[src/verilog/sync_coast_clamp_map.svh]
// Register offsets, field positions, reset values and small constants
// for the sync, coast and clamp control block.
// Assumes byte-wide registers at their sub-addresses on the control port.
`ifndef SYNC_COAST_CLAMP_MAP_SVH
`define SYNC_COAST_CLAMP_MAP_SVH

// Register sub-addresses
`define OFS_VSYNC_CONTROL 8'h14
`define OFS_VSYNC_WIDTH 8'h15
`define OFS_COAST_LEAD_LINES 8'h16
`define OFS_COAST_TRAIL_LINES 8'h17
`define OFS_COAST_CLAMP_SELECT 8'h18
`define OFS_CLAMP_START_DELAY 8'h19
`define OFS_CLAMP_WIDTH 8'h1A
`define OFS_CLAMP_OFFSET_CONTROL 8'h1B
`define OFS_GREEN_SYNC_CONTROL 8'h1D

// Reset values
`define RST_VSYNC_CONTROL 8'h18
`define RST_VSYNC_WIDTH 8'h0A
`define RST_COAST_LEAD_LINES 8'h00
`define RST_COAST_TRAIL_LINES 8'h00
`define RST_COAST_CLAMP_SELECT 8'h20
`define RST_CLAMP_START_DELAY 8'h08
`define RST_CLAMP_WIDTH 8'h14
`define RST_CLAMP_OFFSET_CONTROL 8'h58
`define RST_GREEN_SYNC_CONTROL 8'h78

// vsync_control fields
`define VC_SRC_OVR 7
`define VC_SRC_SEL 6
`define VC_IN_POL_OVR 5
`define VC_IN_POL 4
`define VC_OUT_POL 3
`define VC_FILT_EN 2
`define VC_DUR_EN 1

// coast_clamp_select fields
`define CS_COAST_SRC 7
`define CS_COAST_POL_OVR 6
`define CS_COAST_POL 5
`define CS_CLAMP_SRC 4
`define CS_RED_MID 3
`define CS_GREEN_MID 2
`define CS_BLUE_MID 1

// clamp_offset_control fields
`define CO_CLAMP_POL_OVR 7
`define CO_CLAMP_POL 6
`define CO_AUTO_OFS_EN 5
`define CO_UPD_HI 4
`define CO_UPD_LO 3

// green_sync_control fields
`define GS_THR_HI 7
`define GS_THR_LO 3
`define GS_OUT_POL 2

// Auto-offset update codes and periods
`define UPD_EVERY 2'h0
`define UPD_16 2'h1
`define UPD_64 2'h2
`define UPD_VSYNC 2'h3
`define UPD_CNT_16 6'hF
`define UPD_CNT_64 6'h3F

`endif

[src/verilog/sync_coast_clamp_pkg.sv]
// Types shared by the sync, coast and clamp control modules.
// Assumes the map header is included wherever offsets are needed.
package sync_coast_clamp_pkg;

  // Internal clamp sequencer states
  typedef enum logic [1:0] {
    CLAMP_IDLE,
    CLAMP_WAIT,
    CLAMP_ACTIVE
  } clamp_state_t;

  // Polarity sense used by the input normalisers
  typedef enum logic {
    POL_NEG,
    POL_POS
  } pol_t;

endpackage : sync_coast_clamp_pkg

[src/verilog/clamp_timer_if.sv]
// Carrier between the control top and its internal clamp timer.
// Assumes one clock domain; all signals are sampled on mclk_i.
`timescale 1ns/1ps

interface clamp_timer_if;
  logic hs_trail;
  logic [7:0] start_dly;
  logic [7:0] width;
  logic clamp_act;
  logic clamp_done;

  modport ctl (output hs_trail, output start_dly, output width,
               input clamp_act, input clamp_done);
  modport tmr (input hs_trail, input start_dly, input width,
               output clamp_act, output clamp_done);
endinterface : clamp_timer_if

[src/verilog/sync_coast_clamp_control.sv]
// Sync shaping, coast window and clamp timing control for a capture front end.
// Assumes all pins are synchronous to mclk_i, one pixel per enabled cycle,
// and byte registers written over a simple address/data control port.
`timescale 1ns/1ps
`include "sync_coast_clamp_map.svh"

module sync_coast_clamp_control
  import sync_coast_clamp_pkg::*;
#(
  parameter int RUN_W = 20,
  parameter int LINE_W = 12
) (
  // Clock, reset, enable
  input wire logic mclk_i,
  input wire logic sys_rst_i,
  input wire logic ce_i,
  // Register port
  input wire logic [7:0] reg_addr_i,
  input wire logic [7:0] reg_wdata_i,
  input wire logic reg_wr_i,
  output logic [7:0] reg_rdata_o,
  // Incoming syncs and external timing pins
  input wire logic hsync_i,
  input wire logic vsync_i,
  input wire logic sep_vsync_i,
  input wire logic sync_on_green_i,
  input wire logic coast_pin_i,
  input wire logic clamp_pin_i,
  input wire logic sync_filter_en_i,
  // Shaped outputs
  output logic vsync_o,
  output logic coast_o,
  output logic clamp_o,
  output logic [2:0] clamp_midscale_o,
  output logic green_sync_output_o,
  output logic [4:0] sog_threshold_o,
  output logic auto_offset_en_o,
  output logic offset_update_o
);

  // Programmed registers
  logic [7:0] vsync_control_q;
  logic [7:0] vsync_width_q;
  logic [7:0] coast_lead_lines_q;
  logic [7:0] coast_trail_lines_q;
  logic [7:0] coast_clamp_select_q;
  logic [7:0] clamp_start_delay_q;
  logic [7:0] clamp_width_q;
  logic [7:0] clamp_offset_control_q;
  logic [7:0] green_sync_control_q;

  // Register writes, stored exactly as written
  always_ff @(posedge mclk_i) begin
    if (sys_rst_i) begin
      vsync_control_q <= `RST_VSYNC_CONTROL;
      vsync_width_q <= `RST_VSYNC_WIDTH;
      coast_lead_lines_q <= `RST_COAST_LEAD_LINES;
      coast_trail_lines_q <= `RST_COAST_TRAIL_LINES;
      coast_clamp_select_q <= `RST_COAST_CLAMP_SELECT;
      clamp_start_delay_q <= `RST_CLAMP_START_DELAY;
      clamp_width_q <= `RST_CLAMP_WIDTH;
      clamp_offset_control_q <= `RST_CLAMP_OFFSET_CONTROL;
      green_sync_control_q <= `RST_GREEN_SYNC_CONTROL;
    end else if (ce_i && reg_wr_i) begin
      case (reg_addr_i)
        `OFS_VSYNC_CONTROL: vsync_control_q <= reg_wdata_i;
        `OFS_VSYNC_WIDTH: vsync_width_q <= reg_wdata_i;
        `OFS_COAST_LEAD_LINES: coast_lead_lines_q <= reg_wdata_i;
        `OFS_COAST_TRAIL_LINES: coast_trail_lines_q <= reg_wdata_i;
        `OFS_COAST_CLAMP_SELECT: coast_clamp_select_q <= reg_wdata_i;
        `OFS_CLAMP_START_DELAY: clamp_start_delay_q <= reg_wdata_i;
        `OFS_CLAMP_WIDTH: clamp_width_q <= reg_wdata_i;
        `OFS_CLAMP_OFFSET_CONTROL: clamp_offset_control_q <= reg_wdata_i;
        `OFS_GREEN_SYNC_CONTROL: green_sync_control_q <= reg_wdata_i;
        default: ;
      endcase
    end
  end

  // Read selection; unmapped sub-addresses read zero
  logic [7:0] rd_sel;
  assign rd_sel =
      (reg_addr_i == `OFS_VSYNC_CONTROL) ? vsync_control_q :
      (reg_addr_i == `OFS_VSYNC_WIDTH) ? vsync_width_q :
      (reg_addr_i == `OFS_COAST_LEAD_LINES) ? coast_lead_lines_q :
      (reg_addr_i == `OFS_COAST_TRAIL_LINES) ? coast_trail_lines_q :
      (reg_addr_i == `OFS_COAST_CLAMP_SELECT) ? coast_clamp_select_q :
      (reg_addr_i == `OFS_CLAMP_START_DELAY) ? clamp_start_delay_q :
      (reg_addr_i == `OFS_CLAMP_WIDTH) ? clamp_width_q :
      (reg_addr_i == `OFS_CLAMP_OFFSET_CONTROL) ? clamp_offset_control_q :
      (reg_addr_i == `OFS_GREEN_SYNC_CONTROL) ? green_sync_control_q : 8'h00;

  // Read data registered one cycle after the address
  always_ff @(posedge mclk_i) begin
    if (sys_rst_i) begin
      reg_rdata_o <= 8'h00;
    end else if (ce_i) begin
      reg_rdata_o <= rd_sel;
    end
  end

  // Polarity detection: 0 hsync, 1 vsync source, 2 coast pin, 3 clamp pin.
  // A pulse is the shorter of the two levels, so a high run shorter than
  // the low run means active high. Counters saturate on idle lines.
  localparam int NPOL = 4;
  logic [NPOL-1:0] raw_in;
  logic [NPOL-1:0] raw_q;
  logic [NPOL-1:0] det_pos;
  logic [RUN_W-1:0] run_q [NPOL];
  logic [RUN_W-1:0] hi_len_q [NPOL];
  logic [RUN_W-1:0] lo_len_q [NPOL];
  logic vs_src;

  assign raw_in = {clamp_pin_i, coast_pin_i, vs_src, hsync_i};

  for (genvar g = 0; g < NPOL; g++) begin : g_pol
    always_ff @(posedge mclk_i) begin
      if (sys_rst_i) begin
        raw_q[g] <= 1'b0;
        run_q[g] <= '0;
        hi_len_q[g] <= '0;
        lo_len_q[g] <= '1;
      end else if (ce_i) begin
        raw_q[g] <= raw_in[g];
        if (raw_in[g] != raw_q[g]) begin
          run_q[g] <= '0;
          if (raw_q[g]) begin
            hi_len_q[g] <= run_q[g];
          end else begin
            lo_len_q[g] <= run_q[g];
          end
        end else if (run_q[g] != '1) begin
          run_q[g] <= run_q[g] + 1'b1;
        end
      end
    end
    assign det_pos[g] = (hi_len_q[g] <= lo_len_q[g]);
  end

  // Fold a raw level to active high under a chosen polarity
  function automatic logic to_active(input logic lvl, input pol_t pol);
    to_active = (pol == POL_POS) ? lvl : ~lvl;
  endfunction : to_active

  // Vsync source and polarity choice
  logic vs_pol_pos;
  logic coast_pol_pos;
  logic clamp_pol_pos;
  assign vs_src = (vsync_control_q[`VC_SRC_OVR] && vsync_control_q[`VC_SRC_SEL]) ?
                  sep_vsync_i : vsync_i;
  assign vs_pol_pos = vsync_control_q[`VC_IN_POL_OVR] ? vsync_control_q[`VC_IN_POL] :
                      det_pos[1];
  assign coast_pol_pos = coast_clamp_select_q[`CS_COAST_POL_OVR] ?
                         coast_clamp_select_q[`CS_COAST_POL] : det_pos[2];
  assign clamp_pol_pos = clamp_offset_control_q[`CO_CLAMP_POL_OVR] ?
                         clamp_offset_control_q[`CO_CLAMP_POL] : det_pos[3];

  // Active-high versions of Hsync, the Vsync source and the coast and clamp pins
  logic hs_act;
  logic vs_act;
  logic coast_ext_act;
  logic clamp_ext_act;
  assign hs_act = to_active(hsync_i, pol_t'(det_pos[0]));
  assign vs_act = to_active(vs_src, pol_t'(vs_pol_pos));
  assign coast_ext_act = to_active(coast_pin_i, pol_t'(coast_pol_pos));
  assign clamp_ext_act = to_active(clamp_pin_i, pol_t'(clamp_pol_pos));

  // Hsync edge strobes
  logic hs_q;
  logic hs_lead;
  logic hs_trail;
  assign hs_lead = hs_act && !hs_q;
  assign hs_trail = !hs_act && hs_q;

  // Vsync filter: edges only move on an Hsync leading edge, which keeps the
  // lines-per-frame count exact at the cost of up to one line of latency.
  logic vs_filt_q;
  logic vs_filt;
  logic vs_filt_prev_q;
  logic vs_lead;
  logic vs_trail;
  assign vs_filt = vsync_control_q[`VC_FILT_EN] ? vs_filt_q : vs_act;
  assign vs_lead = vs_filt && !vs_filt_prev_q;
  assign vs_trail = !vs_filt && vs_filt_prev_q;

  // Width in lines; the load cycle counts too, else the pulse is one pixel short
  logic [7:0] vs_dur_q;
  logic vs_shaped;
  assign vs_shaped = vsync_control_q[`VC_DUR_EN] ? (vs_lead || vs_dur_q != 8'h00) :
                     vs_filt;

  always_ff @(posedge mclk_i) begin
    if (sys_rst_i) begin
      hs_q <= 1'b0;
      vs_filt_q <= 1'b0;
      vs_filt_prev_q <= 1'b0;
      vs_dur_q <= 8'h00;
    end else if (ce_i) begin
      hs_q <= hs_act;
      if (hs_lead) begin
        vs_filt_q <= vs_act;
      end
      vs_filt_prev_q <= vs_filt;
      if (vs_lead) begin
        vs_dur_q <= vsync_width_q;
      end else if (hs_lead && vs_dur_q != 8'h00) begin
        vs_dur_q <= vs_dur_q - 8'h01;
      end
    end
  end

  // Output Vsync polarity
  always_ff @(posedge mclk_i) begin
    if (sys_rst_i) begin
      vsync_o <= 1'b0;
    end else if (ce_i) begin
      vsync_o <= vsync_control_q[`VC_OUT_POL] ? vs_shaped : ~vs_shaped;
    end
  end

  // Line counting for the coast window. The lead window is predicted from
  // the previous frame length, so it is absent on the first frame.
  logic [LINE_W-1:0] line_q;
  logic [LINE_W-1:0] frame_lines_q;
  logic [7:0] trail_q;
  logic pre_win;
  logic coast_int;
  assign pre_win = (frame_lines_q != '0) &&
                   ({{(LINE_W-8){1'b0}}, coast_lead_lines_q} != '0) &&
                   ((line_q + LINE_W'(coast_lead_lines_q)) >= frame_lines_q);
  // Trailing-edge cycle covered before the trail counter has loaded
  assign coast_int = vs_filt || pre_win || (trail_q != 8'h00) ||
                     (vs_trail && coast_trail_lines_q != 8'h00);

  always_ff @(posedge mclk_i) begin
    if (sys_rst_i) begin
      line_q <= '0;
      frame_lines_q <= '0;
      trail_q <= 8'h00;
    end else if (ce_i) begin
      if (vs_lead) begin
        frame_lines_q <= line_q;
        line_q <= '0;
      end else if (hs_lead && line_q != '1) begin
        line_q <= line_q + 1'b1;
      end
      if (vs_trail) begin
        trail_q <= coast_trail_lines_q;
      end else if (hs_lead && trail_q != 8'h00) begin
        trail_q <= trail_q - 8'h01;
      end
    end
  end

  // Coast to the PLL, always active high
  always_ff @(posedge mclk_i) begin
    if (sys_rst_i) begin
      coast_o <= 1'b0;
    end else if (ce_i) begin
      coast_o <= coast_clamp_select_q[`CS_COAST_SRC] ? coast_ext_act : coast_int;
    end
  end

  // Internal clamp timer
  clamp_timer_if ct ();
  logic ext_clamp_sel;
  assign ext_clamp_sel = coast_clamp_select_q[`CS_CLAMP_SRC];
  assign ct.hs_trail = hs_trail && !ext_clamp_sel;
  assign ct.start_dly = clamp_start_delay_q;
  assign ct.width = clamp_width_q;

  clamp_timer u_clamp_timer (
    .mclk_i(mclk_i),
    .sys_rst_i(sys_rst_i),
    .ce_i(ce_i),
    .ct(ct.tmr)
  );

  // Clamp drives all three channels; per-channel level choice alongside
  logic clamp_sel;
  logic clamp_prev_q;
  assign clamp_sel = ext_clamp_sel ? clamp_ext_act : ct.clamp_act;

  always_ff @(posedge mclk_i) begin
    if (sys_rst_i) begin
      clamp_o <= 1'b0;
      clamp_prev_q <= 1'b0;
      clamp_midscale_o <= 3'h0;
    end else if (ce_i) begin
      clamp_o <= clamp_sel;
      clamp_prev_q <= clamp_sel;
      clamp_midscale_o <= {coast_clamp_select_q[`CS_RED_MID],
                           coast_clamp_select_q[`CS_GREEN_MID],
                           coast_clamp_select_q[`CS_BLUE_MID]};
    end
  end

  // Auto-offset update strobe: one per end of clamp, thinned by the rate, or one per Vsync leading edge
  logic clamp_end;
  logic [1:0] upd_mode;
  logic [5:0] upd_cnt_q;
  logic upd_hit;
  assign clamp_end = !clamp_sel && clamp_prev_q;
  assign upd_mode = clamp_offset_control_q[`CO_UPD_HI:`CO_UPD_LO];
  assign upd_hit =
      (upd_mode == `UPD_EVERY) ? clamp_end :
      (upd_mode == `UPD_16) ? (clamp_end && upd_cnt_q[3:0] == 4'(`UPD_CNT_16)) :
      (upd_mode == `UPD_64) ? (clamp_end && upd_cnt_q == `UPD_CNT_64) :
      vs_lead;

  always_ff @(posedge mclk_i) begin
    if (sys_rst_i) begin
      upd_cnt_q <= 6'h00;
      offset_update_o <= 1'b0;
    end else if (ce_i) begin
      if (clamp_end) begin
        upd_cnt_q <= upd_cnt_q + 6'h01;
      end
      offset_update_o <= upd_hit && clamp_offset_control_q[`CO_AUTO_OFS_EN];
    end
  end

  // Green-sync output polarity and slicer threshold code
  always_ff @(posedge mclk_i) begin
    if (sys_rst_i) begin
      green_sync_output_o <= 1'b0;
      sog_threshold_o <= 5'h00;
      auto_offset_en_o <= 1'b0;
    end else if (ce_i) begin
      green_sync_output_o <= green_sync_control_q[`GS_OUT_POL] ?
                             sync_on_green_i : ~sync_on_green_i;
      sog_threshold_o <= green_sync_control_q[`GS_THR_HI:`GS_THR_LO];
      auto_offset_en_o <= clamp_offset_control_q[`CO_AUTO_OFS_EN];
    end
  end

endmodule : sync_coast_clamp_control

[src/verilog/clamp_timer.sv]
// Internal clamp pulse generator counted in pixel periods.
// Assumes one pixel period per enabled mclk_i cycle and an active-high
// Hsync trailing-edge strobe from the control top.
`timescale 1ns/1ps

module clamp_timer
  import sync_coast_clamp_pkg::*;
(
  // Clock, reset, enable
  input wire logic mclk_i,
  input wire logic sys_rst_i,
  input wire logic ce_i,
  // Link to the control top
  clamp_timer_if.tmr ct
);

  clamp_state_t state_q;
  clamp_state_t state_d;
  logic [7:0] cnt_q;
  logic [7:0] cnt_d;

  // Zero is unsupported; treat it as one so the timer never hangs
  function automatic logic [7:0] at_least_one(input logic [7:0] v);
    at_least_one = (v == 8'h00) ? 8'h01 : v;
  endfunction : at_least_one

  // Next state: wait placement count, then hold for the width count
  always_comb begin
    state_d = state_q;
    cnt_d = cnt_q;
    unique case (state_q)
      CLAMP_IDLE: begin
        if (ct.hs_trail) begin
          state_d = CLAMP_WAIT;
          cnt_d = at_least_one(ct.start_dly);
        end
      end
      CLAMP_WAIT: begin
        if (cnt_q == 8'h01) begin
          state_d = CLAMP_ACTIVE;
          cnt_d = at_least_one(ct.width);
        end else begin
          cnt_d = cnt_q - 8'h01;
        end
      end
      CLAMP_ACTIVE: begin
        if (cnt_q == 8'h01) begin
          state_d = CLAMP_IDLE;
        end else begin
          cnt_d = cnt_q - 8'h01;
        end
      end
      default: begin
        state_d = CLAMP_IDLE;
      end
    endcase
  end

  // Sequencer registers
  always_ff @(posedge mclk_i) begin
    if (sys_rst_i) begin
      state_q <= CLAMP_IDLE;
      cnt_q <= 8'h00;
    end else if (ce_i) begin
      state_q <= state_d;
      cnt_q <= cnt_d;
    end
  end

  assign ct.clamp_act = (state_q == CLAMP_ACTIVE);
  assign ct.clamp_done = (state_q == CLAMP_ACTIVE) && (cnt_q == 8'h01) && ce_i;

endmodule : clamp_timer

[config.mk]
export PLATFORM = sky130hd
export DESIGN_NAME = sync_coast_clamp_control
export DESIGN_NICKNAME = d
export VERILOG_FILES = /design/src/verilog/sync_coast_clamp_pkg.sv /design/src/verilog/clamp_timer_if.sv /design/src/verilog/sync_coast_clamp_control.sv /design/src/verilog/clamp_timer.sv
export VERILOG_INCLUDE_DIRS = /design/src /design/src/verilog
export SDC_FILE = /design/constraint.sdc
export NUM_CORES = 1
export LEC_CHECK = 0
export BUFFER_PORTS_ARGS = -buffer_cell sky130_fd_sc_hd__buf_2
export CAP_MARGIN = 20
export CORE_AREA = 2 2 189 191
export CTS_CLUSTER_SIZE = 24
export DETAILED_ROUTE_END_ITERATION = 6
export DIE_AREA = 0 0 191 193
export HOLD_SLACK_MARGIN = 0.06
export PLACE_DENSITY = 0.8
export SETUP_SLACK_MARGIN = 0.3
export SYNTH_ARGS = -nofsm -noshare
export SYNTH_HDL_FRONTEND = slang
export SYNTH_HIERARCHICAL = 1
export SYNTH_SLANG_ARGS = --single-unit
[constraint.sdc]
create_clock -name mclk_i -period 4.45 [get_ports mclk_i]
set_input_delay 0.445 -clock mclk_i [delete_from_list [all_inputs] [get_ports mclk_i]]
set_output_delay 0.445 -clock mclk_i [all_outputs]
set_load 0.02 [all_outputs]
* After elaboration in Yosys (flattened, before gate mapping) *
Memory sizes are Yosys's and may differ from the RTL's.
Cells that the tools add are included.

operators by class
  mux-type cells = 136
  eq/ne operators = 29
  order comparisons = 5
  $add $sub $neg = 10
  reductions and logical operators = 57
  bitwise logic cells = 22

operators with widths
  cell                   number
  $mux 20                16
  $mux 8                 18
  $mux 1                 95
  $add 20x1->20 const B  4
  $le 20x20->1           4
  $ne 20x20->1 const B   4
  $eq 8x5->1 const B     9
  $reduce_bool 8->1      4
  $reduce_and 2->1       15
  $mux 12                2
  $pmux 8 s3             1
  $sub 8x1->8 const B    3
  $logic_and 1x1->1      17
  $logic_not 8->1        2
  $or 1x1->1             16
  $add 12x1->12 const B  1
  $add 12x8->12          1
  $ge 12x12->1           1
  $ne 12x12->1 const B   1
  $reduce_bool 12->1     1
  $eq 8x1->1 const B     1
  $reduce_and 4->1       2
  $add 6x1->6 const B    1
  $eq 6x6->1 const B     1
  other kinds (14)       39

storage, ports and cells
  flip-flop bits (word level) = 157
  RAM bits = 240
  logic and storage cells = 294
  bits of input ports = 27
  output and inout port bits = 22
  memories = 3

memories
  name      depth  width  rd ports  clocked after Yosys merged registers in  write ports  RTL line                         source
  hi_len_q  4      20     4         0                                        4            sync_coast_clamp_control.sv:110  logic [RUN_W-1:0] hi_len_q [NPOL];
  lo_len_q  4      20     4         0                                        4            sync_coast_clamp_control.sv:111  logic [RUN_W-1:0] lo_len_q [NPOL];
  run_q     4      20     4         0                                        4            sync_coast_clamp_control.sv:109  logic [RUN_W-1:0] run_q [NPOL];

* Longest topological paths before layout *
  depth in word-level cells = 11
  depth in mapped cells = 16
  depth with buffers taken out = 16

* Modules after synthesis *
Netlist, hierarchy kept.

by module, submodules not included
  module                    cells each  times used  area each (um^2)
  sync_coast_clamp_control  1984        1           19827.8
  clamp_timer               111         1           853.3

* Worst setup path before layout *
No wires, ideal clock.

  path kind = flip-flop to flip-flop
  start = mem run_q[0][5]
  end = mem run_q[0][0], enable pin
  library setup time = 0.425 ns
  cell stages (with the launch flop) = 9
  slack = 1.150 ns
  buffers on the path = 0
  data arrival time = 2.875 ns
  clock period less this slack = 3.300 ns
  path through = edfxtp_1 > and3_1 > and3_1 > nand2_1 > nor2_1 > and2_1 > and3_1 > and2_1 > o21ai_0

RTL lines
  element      RTL line
  from (decl)  sync_coast_clamp_control.sv:109

==> flow_summary.yaml <==
outcome:
  status: "finished, final reports clean"
global_route:
  grt_pass1_vias: 15100
  grt_remaining_overflow: 0
  grtUsageTotal_pct: 25.1
  grt_pass1_wl_um: 74500
  antenna_found_initial: 1
  grt_max_degree: 75
timing:
  hold_violations: 0
  holdWs_ns: 0.214
  worstMarginPinSlew_ns: 1.04
  drv_slew: 0
  relSlewSlack_pct: 29.9
  timing.fmax_mhz: 261
  finalCriticalPeriod_ns: 3.83
  fin_tns_setup_ns: 0
  worst_clock_skew_ns: 0.0217
  grt_setup_unrepaired: "false"
  setup_violations: 0
  min_period_over_period_pct: 86.2
place:
  gp_congestion: 0.910
  dpl_cell_area_um2: 21200
  dpl.hpwl_um: 31600
  io_buffer_count: 47
setup_path:
  crit_required_ns: 4.87
  setup.worst_path.start: "hi_len_q[0][17]"
  crit_arrival_ns: 4.25
  crit_path_max_fanout: 14
  crit-reg2reg-launch: "hi_len_q[0][17]"
  startpoint_type: "flop"
  endpoint_kind: "flop"
  critPathKind: "flop to flop"
  r2r_setup_slack_ns: 0.62
clocking:
  clk_pin_slew_ns: 0.06
  cts_root_buf: "clkbuf_16"
  post_cts_buffers: 0
  clock_latency_ns: 0.55
  cts_buffers: 41
  cts_resized: 0
  htreeDepth: 2
  hold_buffers: 0
  clockBufferDepth: 3
  cts_tree: "built"
  cts_num_sinks: 397
detailed_routing:
  wl_per_cell_um: 17.8
  first_pass_iters: 6
  drtIter0Drc: 1514
  drt-vias-per-instance: 5.96
  num_vias: 15500
  final_antenna_net_count: 0
  drc: 0
  routed_wl_um: 46300
job:
  cap_violations: 0
power:
  design_power_total_w: 0.00815
  seq_power_share_pct: 51.2
  p_sw_w: 0.00206
  swShare_pct: 25.3
  intPower_w: 0.00609
  p_clk_share_pct: 38.7
  comb_power_share_pct: 10.1
  peakVddDrop_mv: 0.270
  p_leak_nw: 9.27
  power.density_nw_per_um2: 363
floorplanning:
  die_h_um: 193
  die_w_um: 191
  core_um2: 35000
  num_rows: 69
  pin_count: 49
  die-area_um2: 36900
  initial_utilization_pct: 59.1
synthesis:
  syn_avg_cell_area_um2: 9.88
  syn-cell-area_um2: 20700
  synth_cells: 2093
  synth_fp_nets: 2243
  yosys_warnings: 6
finish:
  area_delta_synth_final_pct: 8.56
  multi_input_area_um2: 9390
  design_area_um2: 22400
  seq_area_um2: 10300
  layout-drive-gt1-share_pct: 10.6
  nets: 2259
  nFillCells: 2673
min_path:
  hp-class: "input port to flop"
  hp-start: "clamp_pin_i"
[power by group through the flow]
| stage | clock network [W] | registers, W | logic (W) |
|---|---|---|---|
| detailed placement | 0 | 0.00425 | 0.000806 |
| floorplan | 0 | 0.00423 | 0.000598 |
| global placement | 0 | 0.00424 | 0.000776 |
| global route | 0.00334 | 0.00419 | 0.000913 |
| finish | 0.00315 | 0.00418 | 0.000819 |
| CTS | 0.00319 | 0.00417 | 0.000812 |
[layout by cell type, fill, tap and decap left out, types with 72 or more instances in the layout]
cell,n
inv_1,148
dfxtp_1,157
nand3_1,72
ha_1,122
edfxtp_1,240
or2_2,81
a21oi_1,112
nor2_1,199
nand2_1,246
and3_1,104
[worst max-delay path: stages (launching register included)]
cell and delay, ns:
edfxtp_1 0.39, ha_1 0.31, nand3_1 0.16, or3_1 0.45, a2111oi_2 0.46, nor2_1 0.07
a31oi_1 0.18, xnor2_1 0.16, nor3b_1 0.08, o21ai_1 0.37, a311o_1 0.55, a311oi_1 0.09
a2111oi_0 0.42
[per-layer routing]
metal	up-vias	GRT usage, %	wire [µm]
li1	7458	-	-
met1	7390	31.7	19300
met2	564	42.2	21800
met3	110	4.78	3460
met4	0	10.8	1700
met5	-	0	0
[through the flow]
stage,util [%],setup slack (ns),std cells
finish,64.2,0.615,2603
global route,64.2,0.339,2603
CTS,64.2,0.666,2602
detailed placement,60.7,0.722,2527
global placement,60.7,0.927,2527
floorplan,-,1.15,2093
[area by class of cell]
| class | count | share of cell area (%) |
|---|---|---|
| diodes | 1 | 0.0111 |
| inverters | 149 | 2.49 |
| well taps | 461 | 2.57 |
| multi-input cells | 1457 | 41.8 |
| clock inverters | 24 | 0.574 |
| flip-flops and latches | 397 | 46.1 |
| repair buffers | 63 | 1.59 |
| clock buffers | 51 | 4.83 |
[worst paths after layout]
kind	endpoint	cells after the start
setup / recovery	u_clamp_timer/cnt_q[7]	12
hold / removal	raw_q[3]	3
setup reg to reg	u_clamp_timer/cnt_q[7]	12
hold reg to reg	auto_offset_en_o	2
[state kept, by name, indices dropped and copies added, names as in the netlist, 3 cells and up]
signal                  count
green_sync_control_q        8
vsync_control_q             8
coast_lead_lines_q          8
clamp_width_q               8
clamp_offset_control_q      8
vs_dur_q                    8
line_q                     12
vsync_width_q               8
coast_clamp_select_q        8
lo_len_q                   80
frame_lines_q              12
clamp_midscale_o            3
upd_cnt_q                   6
coast_trail_lines_q         8
raw_q                       4
hi_len_q                   80
run_q                      80
reg_rdata_o                 8
trail_q                     8
sog_threshold_o             5
clamp_start_delay_q         8
u_clamp_timer/cnt_q         8
Power figures use the tool's default switching activity.
